$ cat src/uhbpm_pkg.sv
/*
  Shared constants and types for the UART host bus pin mode logic.
  Assumes a single 250 MHz clock domain and pins already synchronous to it.
*/
`default_nettype none

package uhbpm_pkg;

  localparam int unsigned CLK_PERIOD_PS = 4000;

  // Bus personality sampled at reset
  typedef enum logic {
    UHBPM_MODE_MPU,
    UHBPM_MODE_PC
  } uhbpm_mode_t;

  // Prescaler: divide-by-4 runs a wrapping two-bit counter; divide-by-1 holds it at zero
  localparam logic [1:0] PRESC_LAST    = 2'h3;
  localparam logic [1:0] PRESC_ZERO    = 2'h0;

  // Modem control bits used by the pin logic
  localparam int unsigned MCR_IRQ_EN_BIT = 3;
  localparam int unsigned MCR_PRESC_BIT  = 7;

  // High data bus lanes (pins 10, 11, 12)
  localparam int unsigned HI_PARITY  = 0;
  localparam int unsigned HI_FRAMING = 1;
  localparam int unsigned HI_BREAK   = 2;

  // Interrupt line indices (a, b, c)
  localparam logic [1:0] IRQ_LINE_A   = 2'h0;
  localparam logic [1:0] IRQ_LINE_B   = 2'h1;
  localparam logic [1:0] IRQ_LINE_C   = 2'h2;
  localparam logic [1:0] IRQ_LINE_OFF = 2'h3;

  // Address bits 9..3 of the standard serial and printer port bases
  localparam logic [6:0] COM1_BASE_HI = 7'h7f;
  localparam logic [6:0] COM2_BASE_HI = 7'h5f;
  localparam logic [6:0] COM3_BASE_HI = 7'h7d;
  localparam logic [6:0] COM4_BASE_HI = 7'h5d;
  localparam logic [6:0] PRINTER1_DECODE_N_BASE_HI = 7'h6f;
  localparam logic [6:0] PRINTER2_DECODE_N_BASE_HI = 7'h4f;

  // Port-select code to port base, and port-select code to interrupt line
  localparam logic [55:0] PORT_BASE_TABLE = {
    COM4_BASE_HI, COM3_BASE_HI, COM2_BASE_HI, COM1_BASE_HI,
    COM4_BASE_HI, COM3_BASE_HI, COM2_BASE_HI, COM1_BASE_HI};
  localparam logic [15:0] PORT_IRQ_TABLE = {
    IRQ_LINE_C, IRQ_LINE_B, IRQ_LINE_C, IRQ_LINE_A,
    IRQ_LINE_B, IRQ_LINE_A, IRQ_LINE_B, IRQ_LINE_A};

endpackage

`default_nettype wire

$ cat src/uhbpm_pins.sv
/*
  Host-side pin multiplexing of a UART: bus mode and width selection,
  address strobe latching, ready and interrupt pins, prescaler, receive
  clock routing, drive disable and PC port address decoding.
  Assumes the UART core supplies status levels and a 16x baud tick, and
  that every pin input is already synchronous to clk.
*/
`timescale 1ns/1ps
`default_nettype none

// Function
// - Transmit-ready pin low while holding register or FIFO has a free location.
// - Address strobe falling edge latches chip selects and low address lines.
// - Sixteen-bit bus shows parity, framing, break on data bits 10, 11, 12.
// - Eight-bit bus: bits 10, 11 idle, bit 12 pin is drive disable.
// - PC mode forbids 16-bit bus; bit 12 pin becomes printer 2 decode.
// - Prescaler divides by 1 with select pin high, by 4 when low.
// - Modem control bit 7 can override the prescaler pin choice.
// - Baud output is active-low 16x clock; receiver uses the receive clock.
// - PC mode routes baud clock internally; baud pin becomes printer 1 decode.
// - Drive disable low while the host reads from the device.
// - PC mode decodes serial address chosen by port selects on enable fall.
// - PC mode uses address lines 3 to 9 as address bits for decoding.
// - Printer decode outputs go low on matching printer port addresses.
// - PC interrupt lines active high, three-state, driven with bit 3 and enables.
// - Processor mode interrupt pins are interrupt, receive-ready, transmit-ready.
// - Processor mode address pins 5-8 are selects and write; pin 3 reads.
// - Processor mode ignores A4, A9, select 1; selects 2, 3 are clock, output.
// - Selected only with both high selects high and the low select low.
// - Receive-ready pin low when holding register full or FIFO non-empty.
// - Host write stores to register indexed by address 2..0 at strobe end.
module uhbpm_pins #(
  parameter logic [55:0] PORT_BASE = uhbpm_pkg::PORT_BASE_TABLE,
  parameter logic [15:0] PORT_IRQ  = uhbpm_pkg::PORT_IRQ_TABLE,
  parameter logic [6:0]  PRINTER1_DECODE_N_BASE = uhbpm_pkg::PRINTER1_DECODE_N_BASE_HI,
  parameter logic [6:0]  PRINTER2_DECODE_N_BASE = uhbpm_pkg::PRINTER2_DECODE_N_BASE_HI
) (
  input  wire logic       clk,
  input  wire logic       arst_n,
  input  wire logic       mode_select_n,
  input  wire logic       bus_width_select,
  input  wire logic       prescale_pin_select,
  input  wire logic [2:0] addr_low,
  input  wire logic       pin_a3,
  input  wire logic       pin_a4,
  input  wire logic       pin_a5,
  input  wire logic       pin_a6,
  input  wire logic       pin_a7,
  input  wire logic       pin_a8,
  input  wire logic       pin_a9,
  input  wire logic       addr_strobe_n,
  input  wire logic       read_strobe_n,
  input  wire logic       write_strobe_n,
  input  wire logic       port_select_1,
  input  wire logic       port_select_2,
  input  wire logic       port_select_3_i,
  output logic            port_select_3_o,
  output logic            port_select_3_oe,
  output logic            irq_line_a,
  output logic            irq_line_a_oe,
  output logic            irq_line_b,
  output logic            irq_line_b_oe,
  output logic            irq_line_c,
  output logic            irq_line_c_oe,
  output logic [2:0]      hi_data_o,
  output logic [2:0]      hi_data_oe,
  output logic            baud_gen_out_n,
  input  wire logic       tx_space_avail,
  input  wire logic       rx_char_avail,
  input  wire logic       core_int,
  input  wire logic [2:0] rx_err_flags,
  input  wire logic [7:0] modem_control_reg,
  input  wire logic [3:0] interrupt_enable_reg,
  input  wire logic       baud_tick_16x,
  output logic            presc_en,
  output logic            rx_sample_en,
  output logic            reg_wr_pulse,
  output logic            reg_rd_active,
  output logic [2:0]      reg_index,
  output logic            pc_mode,
  output logic            bus_is_16
);

  // Strap capture
  logic                  strap_done_r, strap_done_nxt;
  uhbpm_pkg::uhbpm_mode_t mode_r, mode_nxt;
  logic                  width16_r, width16_nxt;
  logic                  div4_pin_r, div4_pin_nxt;
  always_comb begin
    strap_done_nxt = 1'b1;
    mode_nxt       = mode_r;
    width16_nxt    = width16_r;
    div4_pin_nxt   = div4_pin_r;
    // First edge after reset release catches the straps, then they freeze
    if (!strap_done_r) begin
      mode_nxt     = mode_select_n ? uhbpm_pkg::UHBPM_MODE_MPU
                                   : uhbpm_pkg::UHBPM_MODE_PC;
      width16_nxt  = !bus_width_select;
      div4_pin_nxt = !prescale_pin_select;
    end
  end

  always_ff @(posedge clk or negedge arst_n) begin
    if (!arst_n) begin
      strap_done_r <= 1'b0;
      mode_r       <= uhbpm_pkg::UHBPM_MODE_MPU;
      width16_r    <= 1'b0;
      div4_pin_r   <= 1'b0;
    end else begin
      strap_done_r <= strap_done_nxt;
      mode_r       <= mode_nxt;
      width16_r    <= width16_nxt;
      div4_pin_r   <= div4_pin_nxt;
    end
  end

  logic is_pc;
  logic wide;
  assign is_pc = (mode_r == uhbpm_pkg::UHBPM_MODE_PC);
  assign wide  = width16_r && !is_pc;
  // Address strobe latch and host access tracking
  logic [2:0] lat_cs_r, lat_cs_nxt;
  logic [2:0] lat_addr_r, lat_addr_nxt;
  logic       as_prev_r, as_prev_nxt;
  logic       as_seen_hi_r, as_seen_hi_nxt;
  logic       wr_prev_r, wr_prev_nxt;
  logic [2:0] wr_index_r, wr_index_nxt;
  logic [6:0] pc_addr_r, pc_addr_nxt;
  logic       pc_valid_r, pc_valid_nxt;
  logic [2:0] pc_sel_r, pc_sel_nxt;
  logic [2:0] live_cs;
  logic [2:0] use_cs;
  logic [2:0] use_addr;
  logic [6:0] live_pc_addr;
  logic       mpu_sel;
  logic       pc_sel_hit;
  logic       host_sel;
  logic       rd_now;
  logic       wr_now;
  assign live_cs      = {pin_a7, pin_a6, pin_a5};
  assign live_pc_addr = {pin_a9, pin_a8, pin_a7, pin_a6, pin_a5, pin_a4, pin_a3};
  always_comb begin
    lat_cs_nxt     = lat_cs_r;
    lat_addr_nxt   = lat_addr_r;
    as_prev_nxt    = addr_strobe_n;
    as_seen_hi_nxt = as_seen_hi_r || addr_strobe_n;
    pc_addr_nxt    = pc_addr_r;
    pc_sel_nxt     = pc_sel_r;
    pc_valid_nxt   = pc_valid_r;
    // Capture on the falling edge; a strobe that stays high tracks the pins
    if (addr_strobe_n) begin
      lat_cs_nxt   = live_cs;
      lat_addr_nxt = addr_low;
      pc_valid_nxt = 1'b0;
    end else if (as_prev_r) begin
      lat_cs_nxt   = live_cs;
      lat_addr_nxt = addr_low;
      pc_addr_nxt  = live_pc_addr;
      pc_sel_nxt   = {port_select_3_i, port_select_2, port_select_1};
      pc_valid_nxt = 1'b1;
    end
  end

  // A strobe tied low since reset never falls, so the live pins are used
  assign use_cs   = as_seen_hi_r ? (addr_strobe_n ? live_cs : lat_cs_r) : live_cs;
  assign use_addr = as_seen_hi_r ? (addr_strobe_n ? addr_low : lat_addr_r) : addr_low;
  assign mpu_sel    = use_cs[0] && use_cs[1] && !use_cs[2];
  assign pc_sel_hit = pc_valid_r && (pc_addr_r == PORT_BASE[pc_sel_r*7 +: 7]);
  assign host_sel   = is_pc ? pc_sel_hit : mpu_sel;
  assign rd_now     = host_sel && (!read_strobe_n || (!is_pc && pin_a3));
  assign wr_now     = host_sel && (!write_strobe_n || (!is_pc && pin_a8));
  always_comb begin
    wr_prev_nxt  = wr_now;
    wr_index_nxt = wr_now ? use_addr : wr_index_r;
  end

  always_ff @(posedge clk or negedge arst_n) begin
    if (!arst_n) begin
      lat_cs_r     <= 3'h0;
      lat_addr_r   <= 3'h0;
      as_prev_r    <= 1'b1;
      as_seen_hi_r <= 1'b0;
      pc_addr_r    <= 7'h00;
      pc_sel_r     <= 3'h0;
      pc_valid_r   <= 1'b0;
      wr_prev_r    <= 1'b0;
      wr_index_r   <= 3'h0;
    end else begin
      lat_cs_r     <= lat_cs_nxt;
      lat_addr_r   <= lat_addr_nxt;
      as_prev_r    <= as_prev_nxt;
      as_seen_hi_r <= as_seen_hi_nxt;
      pc_addr_r    <= pc_addr_nxt;
      pc_sel_r     <= pc_sel_nxt;
      pc_valid_r   <= pc_valid_nxt;
      wr_prev_r    <= wr_prev_nxt;
      wr_index_r   <= wr_index_nxt;
    end
  end

  // Prescaler and receive clock
  logic [1:0] presc_cnt_r, presc_cnt_nxt;
  logic       presc_en_r, presc_en_nxt;
  logic       rclk_prev_r, rclk_prev_nxt;
  logic       rx_en_r, rx_en_nxt;
  logic       baud_n_r, baud_n_nxt;
  logic       div4;
  // Bit 7 only ever forces divide-by-4, so unstrapped packages still get it
  assign div4 = div4_pin_r || modem_control_reg[uhbpm_pkg::MCR_PRESC_BIT];
  always_comb begin
    presc_cnt_nxt = presc_cnt_r + 2'h1;
    presc_en_nxt  = 1'b1;
    if (div4) begin
      presc_en_nxt = (presc_cnt_r == uhbpm_pkg::PRESC_LAST);
    end else begin
      presc_cnt_nxt = uhbpm_pkg::PRESC_ZERO;
    end
    rclk_prev_nxt = port_select_2;
    rx_en_nxt     = is_pc ? baud_tick_16x
                          : (port_select_2 && !rclk_prev_r);
    baud_n_nxt    = is_pc ? !(pc_addr_r == PRINTER1_DECODE_N_BASE && pc_valid_r)
                          : !baud_tick_16x;
  end

  always_ff @(posedge clk or negedge arst_n) begin
    if (!arst_n) begin
      presc_cnt_r <= uhbpm_pkg::PRESC_ZERO;
      presc_en_r  <= 1'b0;
      rclk_prev_r <= 1'b0;
      rx_en_r     <= 1'b0;
      baud_n_r    <= 1'b1;
    end else begin
      presc_cnt_r <= presc_cnt_nxt;
      presc_en_r  <= presc_en_nxt;
      rclk_prev_r <= rclk_prev_nxt;
      rx_en_r     <= rx_en_nxt;
      baud_n_r    <= baud_n_nxt;
    end
  end

  // Pin drivers
  logic [2:0] irq_r, irq_nxt;
  logic [2:0] irq_oe_r, irq_oe_nxt;
  logic [2:0] hi_r, hi_nxt;
  logic [2:0] hi_oe_r, hi_oe_nxt;
  logic       op2_r, op2_nxt;
  logic       op2_oe_r, op2_oe_nxt;
  logic       wr_pulse_r, wr_pulse_nxt;
  logic       rd_act_r, rd_act_nxt;
  logic [2:0] idx_r, idx_nxt;
  logic [1:0] pc_line;
  logic       pc_irq_on;
  assign pc_line   = PORT_IRQ[pc_sel_r*2 +: 2];
  assign pc_irq_on = modem_control_reg[uhbpm_pkg::MCR_IRQ_EN_BIT]
                     && (|interrupt_enable_reg);
  always_comb begin
    irq_nxt    = 3'h0;
    irq_oe_nxt = 3'h0;
    hi_nxt     = 3'h0;
    hi_oe_nxt  = 3'h0;
    if (is_pc) begin
      // Only the line chosen by the port selects is ever enabled
      for (int i = 0; i < 3; i++) begin
        if (pc_irq_on && (pc_line == 2'(i))) begin
          irq_nxt[i]    = core_int;
          irq_oe_nxt[i] = 1'b1;
        end
      end
      hi_nxt[uhbpm_pkg::HI_BREAK]    = !(pc_valid_r && pc_addr_r == PRINTER2_DECODE_N_BASE);
      hi_oe_nxt[uhbpm_pkg::HI_BREAK] = 1'b1;
    end else begin
      irq_nxt    = {!tx_space_avail, !rx_char_avail, core_int};
      irq_oe_nxt = 3'h7;
      if (wide) begin
        hi_nxt    = rx_err_flags;
        hi_oe_nxt = rd_now ? 3'h7 : 3'h0;
      end else begin
        hi_nxt[uhbpm_pkg::HI_BREAK]    = !rd_now;
        hi_oe_nxt[uhbpm_pkg::HI_BREAK] = 1'b1;
      end
    end
    op2_nxt      = !modem_control_reg[uhbpm_pkg::MCR_IRQ_EN_BIT];
    op2_oe_nxt   = !is_pc;
    wr_pulse_nxt = wr_prev_r && !wr_now;
    rd_act_nxt   = rd_now;
    idx_nxt      = (wr_prev_r && !wr_now) ? wr_index_r : use_addr;
  end

  always_ff @(posedge clk or negedge arst_n) begin
    if (!arst_n) begin
      irq_r      <= 3'h0;
      irq_oe_r   <= 3'h0;
      hi_r       <= 3'h0;
      hi_oe_r    <= 3'h0;
      op2_r      <= 1'b1;
      op2_oe_r   <= 1'b0;
      wr_pulse_r <= 1'b0;
      rd_act_r   <= 1'b0;
      idx_r      <= 3'h0;
    end else begin
      irq_r      <= irq_nxt;
      irq_oe_r   <= irq_oe_nxt;
      hi_r       <= hi_nxt;
      hi_oe_r    <= hi_oe_nxt;
      op2_r      <= op2_nxt;
      op2_oe_r   <= op2_oe_nxt;
      wr_pulse_r <= wr_pulse_nxt;
      rd_act_r   <= rd_act_nxt;
      idx_r      <= idx_nxt;
    end
  end

  assign irq_line_a       = irq_r[0];
  assign irq_line_a_oe    = irq_oe_r[0];
  assign irq_line_b       = irq_r[1];
  assign irq_line_b_oe    = irq_oe_r[1];
  assign irq_line_c       = irq_r[2];
  assign irq_line_c_oe    = irq_oe_r[2];
  assign hi_data_o        = hi_r;
  assign hi_data_oe       = hi_oe_r;
  assign port_select_3_o  = op2_r;
  assign port_select_3_oe = op2_oe_r;
  assign baud_gen_out_n   = baud_n_r;
  assign presc_en         = presc_en_r;
  assign rx_sample_en     = rx_en_r;
  assign reg_wr_pulse     = wr_pulse_r;
  assign reg_rd_active    = rd_act_r;
  assign reg_index        = idx_r;
  assign pc_mode          = is_pc;
  assign bus_is_16        = wide;

endmodule

`default_nettype wire

$ cat config.mk
export PLATFORM = sky130hd
export DESIGN_NAME = uhbpm_pins
export DESIGN_NICKNAME = d
export VERILOG_FILES = /design/src/uhbpm_pkg.sv /design/src/uhbpm_pins.sv
export SDC_FILE = /design/constraint.sdc
export NUM_CORES = 1
export LEC_CHECK = 0
export BUFFER_PORTS_ARGS = -buffer_cell sky130_fd_sc_hd__buf_4
export CORE_ASPECT_RATIO = 0.8
export CORE_MARGIN = 4
export CORE_UTILIZATION = 45
export DETAILED_ROUTE_END_ITERATION = 8
export PLACE_DENSITY = 0.77
export SYNTH_ARGS = -nofsm -noshare
export SYNTH_HDL_FRONTEND = slang
export SYNTH_SLANG_ARGS = --single-unit
$ cat constraint.sdc
create_clock -name clk -period 2.5 [get_ports clk]
set_input_delay 0.375 -clock clk [delete_from_list [all_inputs] [get_ports clk]]
set_output_delay 0.375 -clock clk [all_outputs]
set_load 0.01 [all_outputs]
# Yosys cells after proc, flatten, opt, wreduce, memory -nomap -nowiden
# Index checks and enable logic that the tools add are counted.
# totals
ff_bits	52
in_bits	40
output_inout_bits	24
elab_cells	111
# classes
add_sub_neg	1
multipliers	1
eq_ne	6
shifts	2
mux	34
n_bitwise	1
n_reduce_logical	39
# op_table
operator	n
$shiftx 56x7->7 const A	1
$mux 3	12
$mux 1	17
$logic_and 1x1->1	16
$shiftx 16x5->2 const A	1
$logic_not 1->1	15
$eq 7x7->1 const B	2
$mux 2	5
$eq 7x7->1	1
$mul 3x3->6 const B	1
$eq 2x2->1 const B	2
$logic_or 1x1->1	4
$reduce_or 4->1	1
$add 2x1->2 const B	1
$eq 2x1->1 const B	1
$logic_not 2->1	1
$reduce_and 2->1	1
$reduce_bool 2->1	1
$not 1->1	1

# Depth between registers and ports, before layout
# depth
depth_word	9
mapped_depth	5

# Worst setup path after synthesis
# Ideal clock, no wire load.
# synth_path
path_type	reg2reg
start	reg pc_sel_r[0]
end	reg hi_r[2], in the netlist hi_data_o[2]
setup_time_ns	0.124
arrival_ns	1.577
slack_ns	0.799
path_stages_with_launch	5
n_path_buf	0
period_less_slack_ns	1.701
cell_sequence	dfrtp_1 -> xnor2_1 -> or4_4 -> a22o_1 -> o31a_1
# synth_between
elab_chain_cells	9
# synth_lines
element	line	source
start: declaration	uhbpm_pins.sv:130	logic [2:0] pc_sel_r, pc_sel_nxt;
start signal: assignment	uhbpm_pins.sv:194	pc_sel_r <= pc_sel_nxt;
$mul 3x3->6	uhbpm_pins.sv:168	assign pc_sel_hit = pc_valid_r && (pc_addr_r == PORT_BASE[pc_sel_r*7 +: 7]);
$shiftx 56x7->7	uhbpm_pins.sv:168	
$eq 7x7->1	uhbpm_pins.sv:168	
$logic_and 1x1->1	uhbpm_pins.sv:168	
$mux 1	uhbpm_pins.sv:169	assign host_sel = is_pc ? pc_sel_hit : mpu_sel;
$logic_and 1x1->1	uhbpm_pins.sv:170	assign rd_now = host_sel && (!read_strobe_n || (!is_pc && pin_a3));
$logic_not 1->1	uhbpm_pins.sv:278	hi_nxt[uhbpm_pkg::HI_BREAK] = !rd_now;
$mux 1	uhbpm_pins.sv:274	if (wide) begin
$mux 1	uhbpm_pins.sv:261	if (is_pc) begin
named net hi_nxt[2]	uhbpm_pins.sv:244	logic [2:0] hi_r, hi_nxt;
end signal: assignment	uhbpm_pins.sv:303	hi_r <= hi_nxt;
end: declaration	uhbpm_pins.sv:244	
# The timed path passes the listed nets, and every way through them passes these cells.
# A chain may end at the register's enable or synchronous reset.

# Final worst setup path
# Ends and elaborated chain as after synthesis.

==> key figures <==
STA
  • Final min period: 1.795 ns
  • Slew @ Worst Pin: between 0.6 and 0.7 ns
  • Final worst path period share: 0.7179
  • Fmax: 557.2 MHz
  • Clock Skew: 0.006510 ns
  • Final setup vio count: 0
  • Slew Limit Headroom: 0.5954
  • RSZ-0062 raised after global routing: false
  • Fin Setup TNS: 0 ns
  • Final-report hold violation count: 0
  • Count of pins over their slew limit: 0

Critical path
  • Max incr delay on CP: ~0.56 ns
  • Slowest CP cell: or4_4
  • CP Data Arrival Time: 2.00 ns
  • Setup crit end kind: flop
  • WP buf/inv: 0
  • Setup CP Type: flop to flop
  • Critical path required time: 2.70 ns
  • Type of origin of the critical path: flop
  • Crit Path Max Fanout: 5
  • Largest delay share family, worst path: simple AND/OR/NAND/NOR gates
  • Crit path cell chain: xnor2_1 > or4_4 > a22o_1 > o31a_1

Synthesis
  • Post-Synth Simple-Gate Area: 0.1258
  • Synthesis Warnings: 0
  • Multiplexer share of the synthesized area: 0.09130
  • Synthesized net count: 208
  • Synthesized instance count: 167
  • Compound-Gate Fraction of Synth Area: 0.09809
  • Flops & latches, synth: 51
  • Seq/Total Area, Yosys: 0.6311
  • Post-synthesis adder-cell area fraction: 0.006169
  • EDFF count, synth: 0
  • Xor and xnor area share after synthesis: 0.008637
  • Post-synth top area share: 0.5922
  • Top FF cell, synth: dfrtp_1
  • Most frequent cell after synthesis: dfrtp_1
  • Ys async rst share: 1.000
  • Area leader, netlist: dfrtp_1
  • Synth area leaders: dfrtp_1 (59%), mux2_2 (6.7%), dfstp_2 (3.9%)
  • Syn_area_per_cell: 12.14 µm²
  • Largest family of logic cells by synthesized area: simple AND/OR/NAND/NOR gates
  • Synth cell types: 35
  • Commonest cells in the netlist: dfrtp_1 (48), inv_1 (15), nand2_1 (14), mux2_2 (12), nor2_1 (11)
  • Mapped Area: ~2000 µm²

Finish
  • Diode count: 0
  • FF+latch area: about 1300 µm²
  • Fin nets: 271
  • Multi-input logic area: 673.1 µm²
  • Design area: roughly 2600 µm²
  • Ratio of cells with drive above 1 in the final layout: 0.3766
  • Synth-to-Final Area Change: 30.35%
  • Fill cell count: 353

Floorplanning
  • Core Box Area: roughly 4300 µm²
  • Starting Density: 0.4765
  • Die ar.: roughly 5700 µm²
  • FP Rows: 21
  • DIE WIDTH: 83.06 µm
  • Die height: 68.05 µm
  • Top-level I/O count: 64

Route
  • Average routed wire per standard cell: roughly 14 µm
  • Post-route ant nets: 0
  • Residual DRC count: 0
  • Final WL: 3.974 mm
  • Vias: 1393
  • DR iter-0 viols: 85
  • DR vias/cell: 4.837
  • Pre-Repair DR Iteration Count: 4

GRT
  • Grt ovf: 0
  • GRT Resource Usage Total: 0.1441
  • Largest net degree at the start of global routing: 52
  • First-pass GRT wire length: 6.272 mm
  • Initial antenna violation count: 0
  • Vias in the first global route: 1361

Clock network
  • CTS Buf Count: 5
  • CTS tree: yes
  • Clk_lat worst skew: 0.31 ns
  • Setup bufs post-CTS: 0
  • Worst-path clk slew: 0.09 ns
  • CTS Buffer Depth: 2
  • CTS sink cnt: 51
  • Resized Gates After CTS: 0
  • Hold_buf cts: 0
  • Root Buffer: clkbuf_8
  • H-tree Lvls: 2

Placed design
  • RD Place Congestion: 0.8082
  • IO buf count: 57
  • HPWL Detailed: about 3 mm
  • Placed cell areas: 2531 µm²

Power and ir drop
  • PwrDens: between 700 and 800 nW/µm²
  • Overall power: 1.854 mW
  • P_int: 1.389 mW
  • Worst vdd ir: 0.4506 mV
  • Leakage: 1.284 nW
  • Switch Pwr: between 400 and 500 µW
  • Combinational share of power: 0.165
  • Sw Share: 0.2504
  • Clk network pwr share: 0.306
  • Register share of total power: 0.529

Run
  • Max_cap viols: 0

Min path
  • Min-delay worst type: input pin to asynchronous set/reset pin

Status
  • Outcome: finished clean
[area by class of cell]
cell class | count | area share
sequential | 51 | 0.4841
multi-input combinational | 97 | 0.2546
timing repair buffer | 60 | 0.1704
tap | 57 | 0.02698
clock buffer | 5 | 0.02603
inverter | 15 | 0.02130
clock inverter | 3 | 0.01656
[state kept, by name, summed over array words and instances (netlist names), 3 cells and up]
name / cells
pc_sel_r: 3
irq_r: 3
hi_data_o: 3
wr_index_r: 3
pc_addr_r: 7
irq_oe_r: 3
reg_index: 3
lat_cs_r: 3
lat_addr_r: 3
[path summary, 6_finish.rpt]
| check | endpoint | from | slack (ns) | depth (start not counted) |
|---|---|---|---|---|
| setup / recovery | hi_data_o[2] | pc_sel_r[0] | 0.71 | 4 |
| hold / removal | irq_r[2] | arst_n | 0.07 | 1 |
| setup reg to reg | hi_data_o[2] | pc_sel_r[0] | 0.71 | 4 |
| hold reg to reg | presc_cnt_r[0] | presc_cnt_r[0] | 0.44 | 1 |
| max in group asynchronous | as_seen_hi_r | arst_n | 2.02 | 1 |
| min in group clk | rclk_prev_r | port_select_2 | 0.18 | 1 |
[metrics by stage]
stage	utilization	std cells	hold slack [ns]	worst slack, ns
after floorplan	-	167	0.07941	0.7987
after global placement	0.5947	280	0.4213	0.7275
after detailed placement	0.5947	280	0.4308	0.7104
after CTS	0.6211	288	0.09029	0.7035
after global routing	0.6211	288	0.1250	0.6140
final	0.6211	288	0.07348	0.7052
[power by group through the flow]
stage                     Sequential (mW)  Combinational (mW)  Clock (mW)
after floorplan                      1.00               0.142           0
after global placement              0.992               0.300           0
after detailed placement            0.997               0.310           0
after CTS                           0.980               0.312       0.578
after global routing                0.991               0.342       0.613
final                               0.980               0.306       0.567
[layer usage]
layer / track usage / routed length (µm) / up-vias
li1: - / - / 699
met3: 0.06378 / 257 / 2
met4: 0.04286 / 27 / 0
met5: 0 / 0 / -
met2: 0.2190 / 1889 / 37
met1: 0.1884 / 1800 / 655
[placed cells by master, fill, tap and decap left out, types with 3 or more instances in the layout]
cell / count
a211oi_1: 3
a21oi_1: 6
a311oi_1: 3
buf_4: 60
clkbuf_8: 5
dfrtp_1: 48
dfstp_2: 3
inv_1: 15
mux2_2: 12
mux2i_1: 5
nand2_1: 14
nand3b_1: 4
nor2_1: 11
nor2b_1: 5
o21ai_0: 5
o221ai_1: 3
[logic make-up after synthesis]
kind of cell | Yosys count
XOR/XNOR | 2
other | 1
AND/OR/NAND/NOR | 48
adder cells (fa/ha/maj) | 1
flip-flops | 51
buffers and inverters | 19
AO/OA/AOI/OAI | 28
multiplexers | 17
(Power assumes the default switching activity.)
